[src/hw/clie_pkg.sv]
// Purpose: Shared constants for the character display instruction engine.
// Assumes: 200 MHz sys_clk; Avalon-MM slave with 32-bit data.
// Notes: Offsets, instruction field positions, text map limits and the busy timing count live here.
`default_nettype none
package clie_pkg;
	// Avalon byte offsets: instruction/status word and data word
	localparam logic [2:0] REG_CTRL = 3'h0;
	localparam logic [2:0] REG_DATA = 3'h4;

	// Instruction field positions
	localparam int B_SC = 3;     // Shift: display (1) or cursor (0)
	localparam int B_RL = 2;     // Shift: right (1) or left (0)
	localparam int B_WIDTH = 4;  // Function: 8-bit bus when high
	localparam int B_LINES = 3;  // Function: two lines when high
	localparam int B_FONT = 2;   // Function: 5x11 cell when high
	localparam int B_INC = 1;    // Entry: increment when high
	localparam int B_SCROLL = 0; // Entry: scroll on text writes

	// Text memory address map
	localparam logic [6:0] TXT_ONE_END = 7'h4F;
	localparam logic [6:0] TXT_L1_END = 7'h27;
	localparam logic [6:0] TXT_L2_BASE = 7'h40;
	localparam logic [6:0] TXT_L2_END = 7'h67;
	localparam logic [6:0] LINE_LEN = 7'h28;
	localparam logic [6:0] TXT_DEPTH = 7'h50;
	localparam int GLY_DEPTH = 64;
	localparam logic [7:0] SPACE_CODE = 8'h20;

	// Busy time of one instruction, least time rounded up to cycles
	localparam int CNT_W = 13;
	localparam int BUSY_TIME_NS = 38000;
	localparam int CLK_PERIOD_PS = 5000;
	localparam int BUSY_CYCLES =
		(BUSY_TIME_NS * 1000 + CLK_PERIOD_PS - 1) / CLK_PERIOD_PS;

	// Busy sequencer states
	typedef enum logic [1:0] {
		ST_IDLE = 2'b01,
		ST_BUSY = 2'b10
	} clie_state_t;
endpackage
`default_nettype wire

[src/hw/clie_top.sv]
// Purpose: Instruction engine of a character display controller.
// Assumes: Host reaches it over Avalon-MM; refresh logic on sys_clk.
// Notes: Offset 0x0 is instruction write / status read, 0x4 is data.
// Notes on behaviour
// - Cursor shift steps pointer one place
// - Display shift leaves pointer unchanged
// - Two-line cursor wraps past fortieth place
// - Display shift moves all lines, no memory
// - Width bit picks 8-bit or 4-bit transfers
// - 4-bit mode pairs two nibbles per byte
// - Lines bit picks one or two lines
// - Font bit picks 5x8 or 5x11 cell
// - Glyph address loads six bits, selects glyph
// - Text address loads seven bits, selects text
// - One-line text addresses run 00H to 4FH
// - Two-line: 00H-27H and 40H-67H
// - Status read gives busy and pointer
// - Data write stores into selected memory
// - Data write steps pointer by entry direction
// - First read without address is invalid
// - Address or cursor shift prefetches byte; the code skips it on a cursor shift in glyph memory
// - Data read steps pointer by entry direction
// - Read after write returns prefetched data
// - Entry bit sets step direction, glyph too
// - Scroll bit shifts display on text writes
//
// The implementer's own choices: the Avalon-MM interface to the registers and the address map.
`timescale 1ns/10ps
`default_nettype none
module clie_top #(
	parameter logic [clie_pkg::CNT_W-1:0] busy_cycles =
		clie_pkg::CNT_W'(clie_pkg::BUSY_CYCLES)
) (
	input wire logic sys_clk,                // System clock
	input wire logic sys_rst,                // Synchronous reset
	input wire logic [2:0] avs_address,      // Byte address
	input wire logic avs_read,               // Read request
	input wire logic avs_write,              // Write request
	input wire logic [3:0] avs_byteenable,   // Byte lanes
	input wire logic [31:0] avs_writedata,   // Write data
	output logic [31:0] avs_readdata,        // Read data
	output logic avs_waitrequest,            // Stall
	input wire logic [6:0] refresh_text_addr, // Refresh text address
	input wire logic [7:0] refresh_code,     // Refresh character code
	input wire logic [2:0] refresh_row,      // Refresh glyph row
	output logic [7:0] refresh_char,         // Text byte, one cycle late
	output logic [4:0] refresh_pixels,       // Glyph row, one cycle late
	output logic bus_width_select,           // 1: 8-bit, 0: 4-bit
	output logic cfg_two_line,               // Two-line display
	output logic cfg_font_tall,              // 5x11 cell
	output logic entry_increment,            // Step direction up
	output logic write_scroll_enable,        // Scroll on text writes
	output logic [6:0] disp_offset,          // Display shift position
	output logic [6:0] address_pointer,      // Address counter
	output logic busy_indicator              // Internal operation runs
);
	// Next address for a step, wrapping inside the valid map
	function automatic logic [6:0] clie_step(input logic [6:0] a,
		input logic up, input logic two, input logic gly);
		logic [6:0] r;
		r = up ? 7'(a + 7'h01) : 7'(a - 7'h01);
		if (gly) begin
			r = {1'b0, r[5:0]};
		end else if (two) begin
			if (up && a == clie_pkg::TXT_L1_END) begin
				r = clie_pkg::TXT_L2_BASE;
			end else if (up && a == clie_pkg::TXT_L2_END) begin
				r = 7'h00;
			end else if (!up && a == clie_pkg::TXT_L2_BASE) begin
				r = clie_pkg::TXT_L1_END;
			end else if (!up && a == 7'h00) begin
				r = clie_pkg::TXT_L2_END;
			end
		end else begin
			if (up && a == clie_pkg::TXT_ONE_END) begin
				r = 7'h00;
			end else if (!up && a == 7'h00) begin
				r = clie_pkg::TXT_ONE_END;
			end
		end
		return r;
	endfunction

	// Text address to storage index; second line follows the first
	function automatic logic [6:0] clie_tidx(input logic [6:0] a,
		input logic two);
		logic [6:0] r;
		r = a;
		if (two && a[6]) begin
			r = 7'(clie_pkg::LINE_LEN + {1'b0, a[5:0]});
		end else if (two) begin
			r = {1'b0, a[5:0]};
		end
		return r;
	endfunction

	// Display offset rotation; left shift advances the offset
	function automatic logic [6:0] clie_rot(input logic [6:0] o,
		input logic left, input logic two);
		logic [6:0] last;
		logic [6:0] r;
		last = two ? 7'(clie_pkg::LINE_LEN - 7'h01)
			: 7'(clie_pkg::TXT_DEPTH - 7'h01);
		if (left) begin
			r = (o >= last) ? 7'h00 : 7'(o + 7'h01);
		end else begin
			r = (o == 7'h00) ? last : 7'(o - 7'h01);
		end
		return r;
	endfunction

	logic [7:0] text_mem [0:clie_pkg::TXT_DEPTH-1];
	logic [7:0] glyph_mem [0:clie_pkg::GLY_DEPTH-1];
	logic glyph_sel;
	logic nib_second;
	logic [3:0] hi_nib;
	logic [3:0] hold_lo;
	logic [7:0] out_data;
	clie_pkg::clie_state_t state;
	logic [clie_pkg::CNT_W-1:0] busy_cnt;

	logic mapped, is_data, full_xfer, acc, ex_wr, ex_rd, ins, dwr;
	logic [7:0] wbyte, rbyte;
	logic op_text, op_glyph, op_func, op_shift, op_entry, op_home;
	logic op_clear, cursor_move, disp_move, step_up, scroll_wr;
	logic [6:0] stepped, next_ptr, wr_idx, pf_idx;
	logic next_glyph;
	logic [7:0] pf_byte;

	// Access qualification; only the second nibble of a pair acts
	assign mapped = (avs_address == clie_pkg::REG_CTRL)
		|| (avs_address == clie_pkg::REG_DATA);
	assign is_data = (avs_address == clie_pkg::REG_DATA);
	assign acc = (avs_read || avs_write) && !avs_waitrequest;
	assign full_xfer = bus_width_select || nib_second;
	assign ex_wr = acc && avs_write && avs_byteenable[0] && mapped
		&& full_xfer;
	assign ex_rd = acc && avs_read && is_data && full_xfer;
	assign wbyte = bus_width_select ? avs_writedata[7:0]
		: {hi_nib, avs_writedata[7:4]};
	assign ins = ex_wr && !is_data;
	assign dwr = ex_wr && is_data;

	// Class from the highest set bit of the instruction byte
	assign op_text = ins && wbyte[7];
	assign op_glyph = ins && wbyte[7:6] == 2'h1;
	assign op_func = ins && wbyte[7:5] == 3'h1;
	assign op_shift = ins && wbyte[7:4] == 4'h1;
	assign op_entry = ins && wbyte[7:2] == 6'h01;
	assign op_home = ins && wbyte[7:1] == 7'h01;
	assign op_clear = ins && wbyte == 8'h01;
	assign cursor_move = op_shift && !wbyte[clie_pkg::B_SC];
	assign disp_move = op_shift && wbyte[clie_pkg::B_SC];

	// Step direction: shift bit for cursor moves, entry mode otherwise
	assign step_up = cursor_move ? wbyte[clie_pkg::B_RL]
		: entry_increment;
	assign stepped = clie_step(address_pointer, step_up, cfg_two_line,
		glyph_sel);
	assign scroll_wr = dwr && !glyph_sel && write_scroll_enable;

	// Pointer and target after this cycle's operation
	always_comb begin
		next_ptr = address_pointer;
		next_glyph = glyph_sel;
		if (op_text) begin
			next_ptr = wbyte[6:0];
			next_glyph = 1'b0;
		end else if (op_glyph) begin
			next_ptr = {1'b0, wbyte[5:0]};
			next_glyph = 1'b1;
		end else if (op_home || op_clear) begin
			next_ptr = 7'h00;
			next_glyph = 1'b0;
		end else if (cursor_move || dwr || ex_rd) begin
			next_ptr = stepped;
		end
	end

	// Byte the next read will return, fetched from the new location
	assign pf_idx = clie_tidx(next_ptr, cfg_two_line);
	assign wr_idx = clie_tidx(address_pointer, cfg_two_line);
	always_comb begin
		pf_byte = 8'h00;
		if (next_glyph) begin
			pf_byte = glyph_mem[next_ptr[5:0]];
		end else if (pf_idx < clie_pkg::TXT_DEPTH) begin
			pf_byte = text_mem[pf_idx];
		end
	end
	assign rbyte = !mapped ? 8'h00 : is_data ? out_data
		: {busy_indicator, address_pointer};

	// Bus handshake: every access answers one cycle after it is seen
	always_ff @(posedge sys_clk) begin
		if (sys_rst) begin
			avs_waitrequest <= 1'b1;
		end else begin
			avs_waitrequest <= !((avs_read || avs_write)
				&& avs_waitrequest);
		end
	end

	// Read data is set up before the completing edge; nibbles ride high
	always_ff @(posedge sys_clk) begin
		if (sys_rst) begin
			avs_readdata <= 32'h0000_0000;
		end else if (avs_read && avs_waitrequest) begin
			if (bus_width_select || !mapped) begin
				avs_readdata <= {24'h00_0000, rbyte};
			end else if (!nib_second) begin
				avs_readdata <= {24'h00_0000, rbyte[7:4], 4'h0};
			end else begin
				avs_readdata <= {24'h00_0000, hold_lo, 4'h0};
			end
		end
	end

	// Nibble pairing; a width change restarts the pair
	always_ff @(posedge sys_clk) begin
		if (sys_rst) begin
			nib_second <= 1'b0;
			hi_nib <= 4'h0;
			hold_lo <= 4'h0;
		end else if (op_func) begin
			nib_second <= 1'b0;
		end else if (!bus_width_select && acc && mapped
			&& (avs_read || avs_byteenable[0])) begin
			nib_second <= !nib_second;
			if (!nib_second) begin
				hi_nib <= avs_writedata[7:4];
				hold_lo <= rbyte[3:0];
			end
		end
	end

	// Function setup and entry mode configuration
	always_ff @(posedge sys_clk) begin
		if (sys_rst) begin
			bus_width_select <= 1'b1;
			cfg_two_line <= 1'b0;
			cfg_font_tall <= 1'b0;
			entry_increment <= 1'b1;
			write_scroll_enable <= 1'b0;
		end else if (op_func) begin
			bus_width_select <= wbyte[clie_pkg::B_WIDTH];
			cfg_two_line <= wbyte[clie_pkg::B_LINES];
			cfg_font_tall <= wbyte[clie_pkg::B_FONT];
		end else if (op_entry) begin
			entry_increment <= wbyte[clie_pkg::B_INC];
			write_scroll_enable <= wbyte[clie_pkg::B_SCROLL];
		end else if (op_clear) begin
			entry_increment <= 1'b1;
		end
	end

	// Address counter and memory target
	always_ff @(posedge sys_clk) begin
		if (sys_rst) begin
			address_pointer <= 7'h00;
			glyph_sel <= 1'b0;
		end else begin
			address_pointer <= next_ptr;
			glyph_sel <= next_glyph;
		end
	end

	// Prefetch register; writes leave it alone, so a read after a
	// write still sees the older byte
	always_ff @(posedge sys_clk) begin
		if (sys_rst) begin
			out_data <= 8'h00;
		end else if (op_text || op_glyph || ex_rd
			|| (cursor_move && !glyph_sel)) begin
			out_data <= pf_byte;
		end
	end

	// Display shift: one offset for all lines, no memory touched
	always_ff @(posedge sys_clk) begin
		if (sys_rst) begin
			disp_offset <= 7'h00;
		end else if (op_home || op_clear || op_func) begin
			disp_offset <= 7'h00;
		end else if (disp_move) begin
			disp_offset <= clie_rot(disp_offset,
				!wbyte[clie_pkg::B_RL], cfg_two_line);
		end else if (scroll_wr) begin
			disp_offset <= clie_rot(disp_offset, entry_increment,
				cfg_two_line);
		end
	end

	// Memory storage; no reset, contents are data not control
	always_ff @(posedge sys_clk) begin
		if (op_clear) begin
			for (int i = 0; i < clie_pkg::TXT_DEPTH; i++) begin
				text_mem[i] <= clie_pkg::SPACE_CODE;
			end
		end else if (dwr && !glyph_sel
			&& wr_idx < clie_pkg::TXT_DEPTH) begin
			text_mem[wr_idx] <= wbyte;
		end
		if (dwr && glyph_sel) begin
			glyph_mem[address_pointer[5:0]] <= wbyte;
		end
	end

	// Busy sequencer; restarting while busy is tolerated
	always_ff @(posedge sys_clk) begin
		if (sys_rst) begin
			state <= clie_pkg::ST_IDLE;
			busy_cnt <= '0;
			busy_indicator <= 1'b0;
		end else if (ins || dwr || ex_rd) begin
			state <= clie_pkg::ST_BUSY;
			busy_cnt <= clie_pkg::CNT_W'(busy_cycles - 1'b1);
			busy_indicator <= 1'b1;
		end else begin
			unique case (state)
			clie_pkg::ST_IDLE: begin
				busy_indicator <= 1'b0;
			end
			clie_pkg::ST_BUSY: begin
				if (busy_cnt == '0) begin
					state <= clie_pkg::ST_IDLE;
					busy_indicator <= 1'b0;
				end else begin
					busy_cnt <= busy_cnt - 1'b1;
				end
			end
			default: begin
				state <= clie_pkg::ST_IDLE;
				busy_indicator <= 1'b0;
			end
			endcase
		end
	end

	// Refresh reads; codes above 0Fh have no glyph here
	always_ff @(posedge sys_clk) begin
		if (sys_rst) begin
			refresh_char <= 8'h00;
			refresh_pixels <= 5'h00;
		end else begin
			refresh_char <= 8'h00;
			if (clie_tidx(refresh_text_addr, cfg_two_line)
				< clie_pkg::TXT_DEPTH) begin
				refresh_char <= text_mem[clie_tidx(refresh_text_addr,
					cfg_two_line)];
			end
			refresh_pixels <= (refresh_code[7:4] == 4'h0)
				? glyph_mem[{refresh_code[2:0], refresh_row}][4:0]
				: 5'h00;
		end
	end
endmodule
`default_nettype wire

[config.mk]
export PLATFORM = sky130hd
export DESIGN_NAME = clie_top
export DESIGN_NICKNAME = d
export VERILOG_FILES = /design/src/hw/clie_pkg.sv /design/src/hw/clie_top.sv
export SDC_FILE = /design/constraint.sdc
export NUM_CORES = 2
export LEC_CHECK = 0
export ABC_AREA = 1
export BUFFER_PORTS_ARGS = -buffer_cell sky130_fd_sc_hd__clkbuf_2
export CAP_MARGIN = 25
export CORE_ASPECT_RATIO = 0.8
export CORE_UTILIZATION = 25
export DETAILED_ROUTE_END_ITERATION = 7
export HOLD_SLACK_MARGIN = 0.12
export PLACE_DENSITY = 0.36
export SLEW_MARGIN = 5
export SYNTH_ARGS = -nofsm -noshare
export SYNTH_HDL_FRONTEND = slang
export SYNTH_SLANG_ARGS = --single-unit
[constraint.sdc]
create_clock -name sys_clk -period 5.1 [get_ports sys_clk]
set_input_delay 0.51 -clock sys_clk [delete_from_list [all_inputs] [get_ports sys_clk]]
set_output_delay 0.51 -clock sys_clk [all_outputs]
set_load 0.005 [all_outputs]
==> results.md <==
* F_max at 0.211 GHz
* Top-level I/O count at 127
* Peak supply drop at 0.000348 V
* Final Cell Area at 74000 µm²
* Total negative slack at 0 ns
* Final setup viols at 0
* Clock root buffer: clkbuf_16
* Seq/Total Area, Yosys at 56.1%
* Top post-synthesis cells by area: edfxtp_1 (54%), nor2_1 (8.5%), o21ai_0 (7.7%), nand2_1 (6.9%), nand3_1 (3.8%)
* RR Startpoint: bus_width_select
* RSZ-0062 raised after global routing: no
* PD cells at 318 nW/µm²
* Placed Cells at 10700
* Max-slew headroom at 24.5%
* FF-to-FF End: out_data[1]
* Tot GR Track Use at 20.8%
* Worst EP required at 5.84 ns
* Distinct cells, synth at 60
* Die height at 456 µm
* Hpwl dp at 178000 µm
* Logic pwr share at 9.1%
* Final net count at 7446
* Antenna Nets Post-Route at 0
* Syn Inst Count at 7401
* Worst Path Arrival at 5.48 ns
* Net Sw Frac at 26.6%
* Num rows at 166
* Yosys warnings at 0
* Internal reg-to-reg setup slack at 0.36 ns
* Syn Area/Cell at 8.69 µm²
* Worst-margin pin slew at 1.12 ns
* Die area at 259000 µm²
* Critical path peak fanout at 67
* Synth top area share at 53.8%
* Slew Viols, Final at 0
* Clock power share at 44.4%
* Total Wirelength at 277000 µm
* Sequential power share at 46.4%
* Core box area at 256000 µm²
* Worst reg2reg path depth at 22
* Pwr Total at 23.6 mW
* Worst hold path startpoint: avs_read
* Crit end category: register
* Ys async rst share at 0%
* Setup Fix Bufs, Post-CTS at 0
* CTS clock-pin slew for the worst setup and hold paths at 0.06 ns
* Initial antenna violation count at 16
* Crit path launch type: register
* Largest net degree at the start of global routing at 139
* Top cell types by occurrence after synthesis: nor2_1 (1460), nand2_1 (1189), edfxtp_1 (1152)
* Post-layout min period at 4.74 ns
* Synthesized area at 64300 µm²
* DP Area at 69300 µm²
* Outcome: completed
* CTS tree: built
* Drt pass-1 iters at 6
* Port Buf Inserts at 74
* Crit path launch: bus_width_select
* DR vias at 55400
* Cell with the most instances after synthesis: nor2_1
* Die width at 569 µm
* Final Non-Filler Cells at 10900
* #FFs+latches synth at 1227
* Gpl congestion at 0.847
* Drt wl/cell at 25.3 µm
* Final Skew at 0.0423 ns
* Multi-input logic area at 24000 µm²
* Vias in the first global route at 51800
* CP Class: reg -> reg
* Clk buf depth at 3
* FILL cells at 27100
* GRT overflow at 0
* Residual DRC at 0
* Maxcap violations at 0
* Layout area overhead at 15.0%
* Post-synth top area cell: edfxtp_1
* Register area at 36100 µm²
* Ys flop type: edfxtp_1
* CTS H-tree lvls at 4
* P_sw at 6.27 mW
* Int Power at 17.3 mW
* First-pass GRT wire length at 392000 µm
* WHS Path Cells at 4
* EDFF count, synth at 1152
* Share of cells above drive strength 1 at 8.97%
* Num CTS Buffers at 152
* DRT iter0 DRCs at 5856
* Initial core utilization at 25.1%
* Worst-skew pair later-pin latency at 0.82 ns
* Hold Crit Class: in -> reg
* Routed vias/inst at 5.06
* Final count of hold timing violations at 0
* Leakage at 27.2 nW
* # clock sinks at 1227
* Worst hold path endpoint: avs_readdata[0]
* Tcrit/Tclk final at 92.9%
## timing repair
action | in CTS | in global routing
resized for setup | 0 | 1
endpoints found under the setup margin | 0 | 1
hold buffers | 6 | 0
hold endpoints to repair | 5 | 0
## critical path: stages, from the launching register on
cell	delay, ns
dfxtp_1	0.50
nand2_1	0.15
nand2_4	0.09
buf_4	0.49
inv_2	0.07
nor3_1	0.35
inv_1	0.10
nand3_1	0.09
nand2_1	0.06
nand2_2	0.21
nand2_8	0.19
clkinv_8	0.32
buf_12	0.33
nor2_1	0.08
o21ai_0	0.17
nand3_1	0.15
nand3_1	0.15
nand3_1	0.35
nand3_1	0.29
nand3_1	0.15
nand2_1	0.11
inv_2	0.04
a21oi_1	0.13
## cell type report
class / count / area share (%)
inverter: 524 / 2.71
tap: 3444 / 5.82
antenna: 4 / 0.0135
clock inverter: 79 / 0.724
multi-input combinational: 5125 / 32.4
timing repair buffer: 345 / 4.02
clock buffer: 195 / 5.53
sequential: 1227 / 48.8
## power by group through the flow
stage                     clock network [mW]  registers [mW]  logic [mW]
after floorplan                            0            11.1        1.13
after global placement                     0            11.2        2.13
after detailed placement                   0            11.2        2.12
after CTS                               10.7            10.9        2.13
after global routing                    11.0            10.9        2.29
final                                   10.5            10.9        2.15
## per-stage QoR
stage | utilization [%] | hold WS, ns | worst slack, ns
3_5_place_dp | 27.1 | 0.443 | 0.181
6_report | 28.9 | 0.194 | 0.360
4_1_cts | 28.9 | 0.128 | 0.316
5_1_grt | 28.9 | 0.172 | 0.0265
2_1_floorplan | - | 0.422 | 0.761
3_3_place_gp | 27.1 | 0.436 | 0.0986
## cell families after synthesis
family | share of synthesized area [%]
compound gates | 15.4
simple gates | 21.0
mux | 0.124
xor+xnor | 0.231
fa+ha+maj | 0.194
other cells | 0.00583
buf+inv | 6.97
flops | 56.1
## layout by cell type (no fill, tap or decap), drive strengths merged
| master | instances |
|---|---|
| edfxtp | 1152 |
| conb | 24 |
| o22ai | 16 |
| bufinv | 4 |
| dlygate4sd3 | 6 |
| o21bai | 1 |
| o311ai | 5 |
| a32o | 1 |
| buf | 269 |
| clkbuf | 265 |
| nand2 | 1220 |
| o2111ai | 2 |
| a211oi | 10 |
| a31oi | 14 |
| o221ai | 114 |
| a221o | 4 |
| clkinv | 79 |
| diode | 4 |
| o31ai | 3 |
| xor2 | 15 |
| a32oi | 4 |
| a21oi | 289 |
| a21boi | 3 |
| nor2 | 1466 |
| clkinvlp | 3 |
| nor4 | 6 |
| mux2i | 8 |
| o21ai | 1138 |
| nand3 | 497 |
| or2 | 45 |
| o211ai | 164 |
| ha | 10 |
| o21a | 1 |
| nor3 | 38 |
| xnor2 | 2 |
| a22oi | 2 |
| nand4 | 21 |
| dfxtp | 75 |
| a221oi | 2 |
| inv | 517 |
## sequential cells by signal, summed over array words and instances, names as in the netlist, 2 cells and up
signal,count
disp_offset,7
refresh_pixels,5
state,2
avs_readdata,8
hold_lo,4
address_pointer,7
glyph_mem,512
refresh_char,8
out_data,8
busy_cnt,13
text_mem,640
hi_nib,4
## worst max path at each step
stage	to	slack, ns
2_1_floorplan	out_data[2]	0.76
4_1_cts	out_data[5]	0.32
3_5_place_dp	out_data[5]	0.18
5_1_grt	out_data[0]	0.03
6_report	out_data[1]	0.36
3_3_place_gp	out_data[5]	0.1
## layer usage
layer  track usage [%]  wire length [µm]  up-vias
met2              29.7            114000     2176
met5                 0                 0        -
met3              3.57             20300      320
met1              32.1            137000    27500
li1                  -                 -    25400
met4              4.66              5580        0
Note: power is estimated with default switching activity, not from simulation.
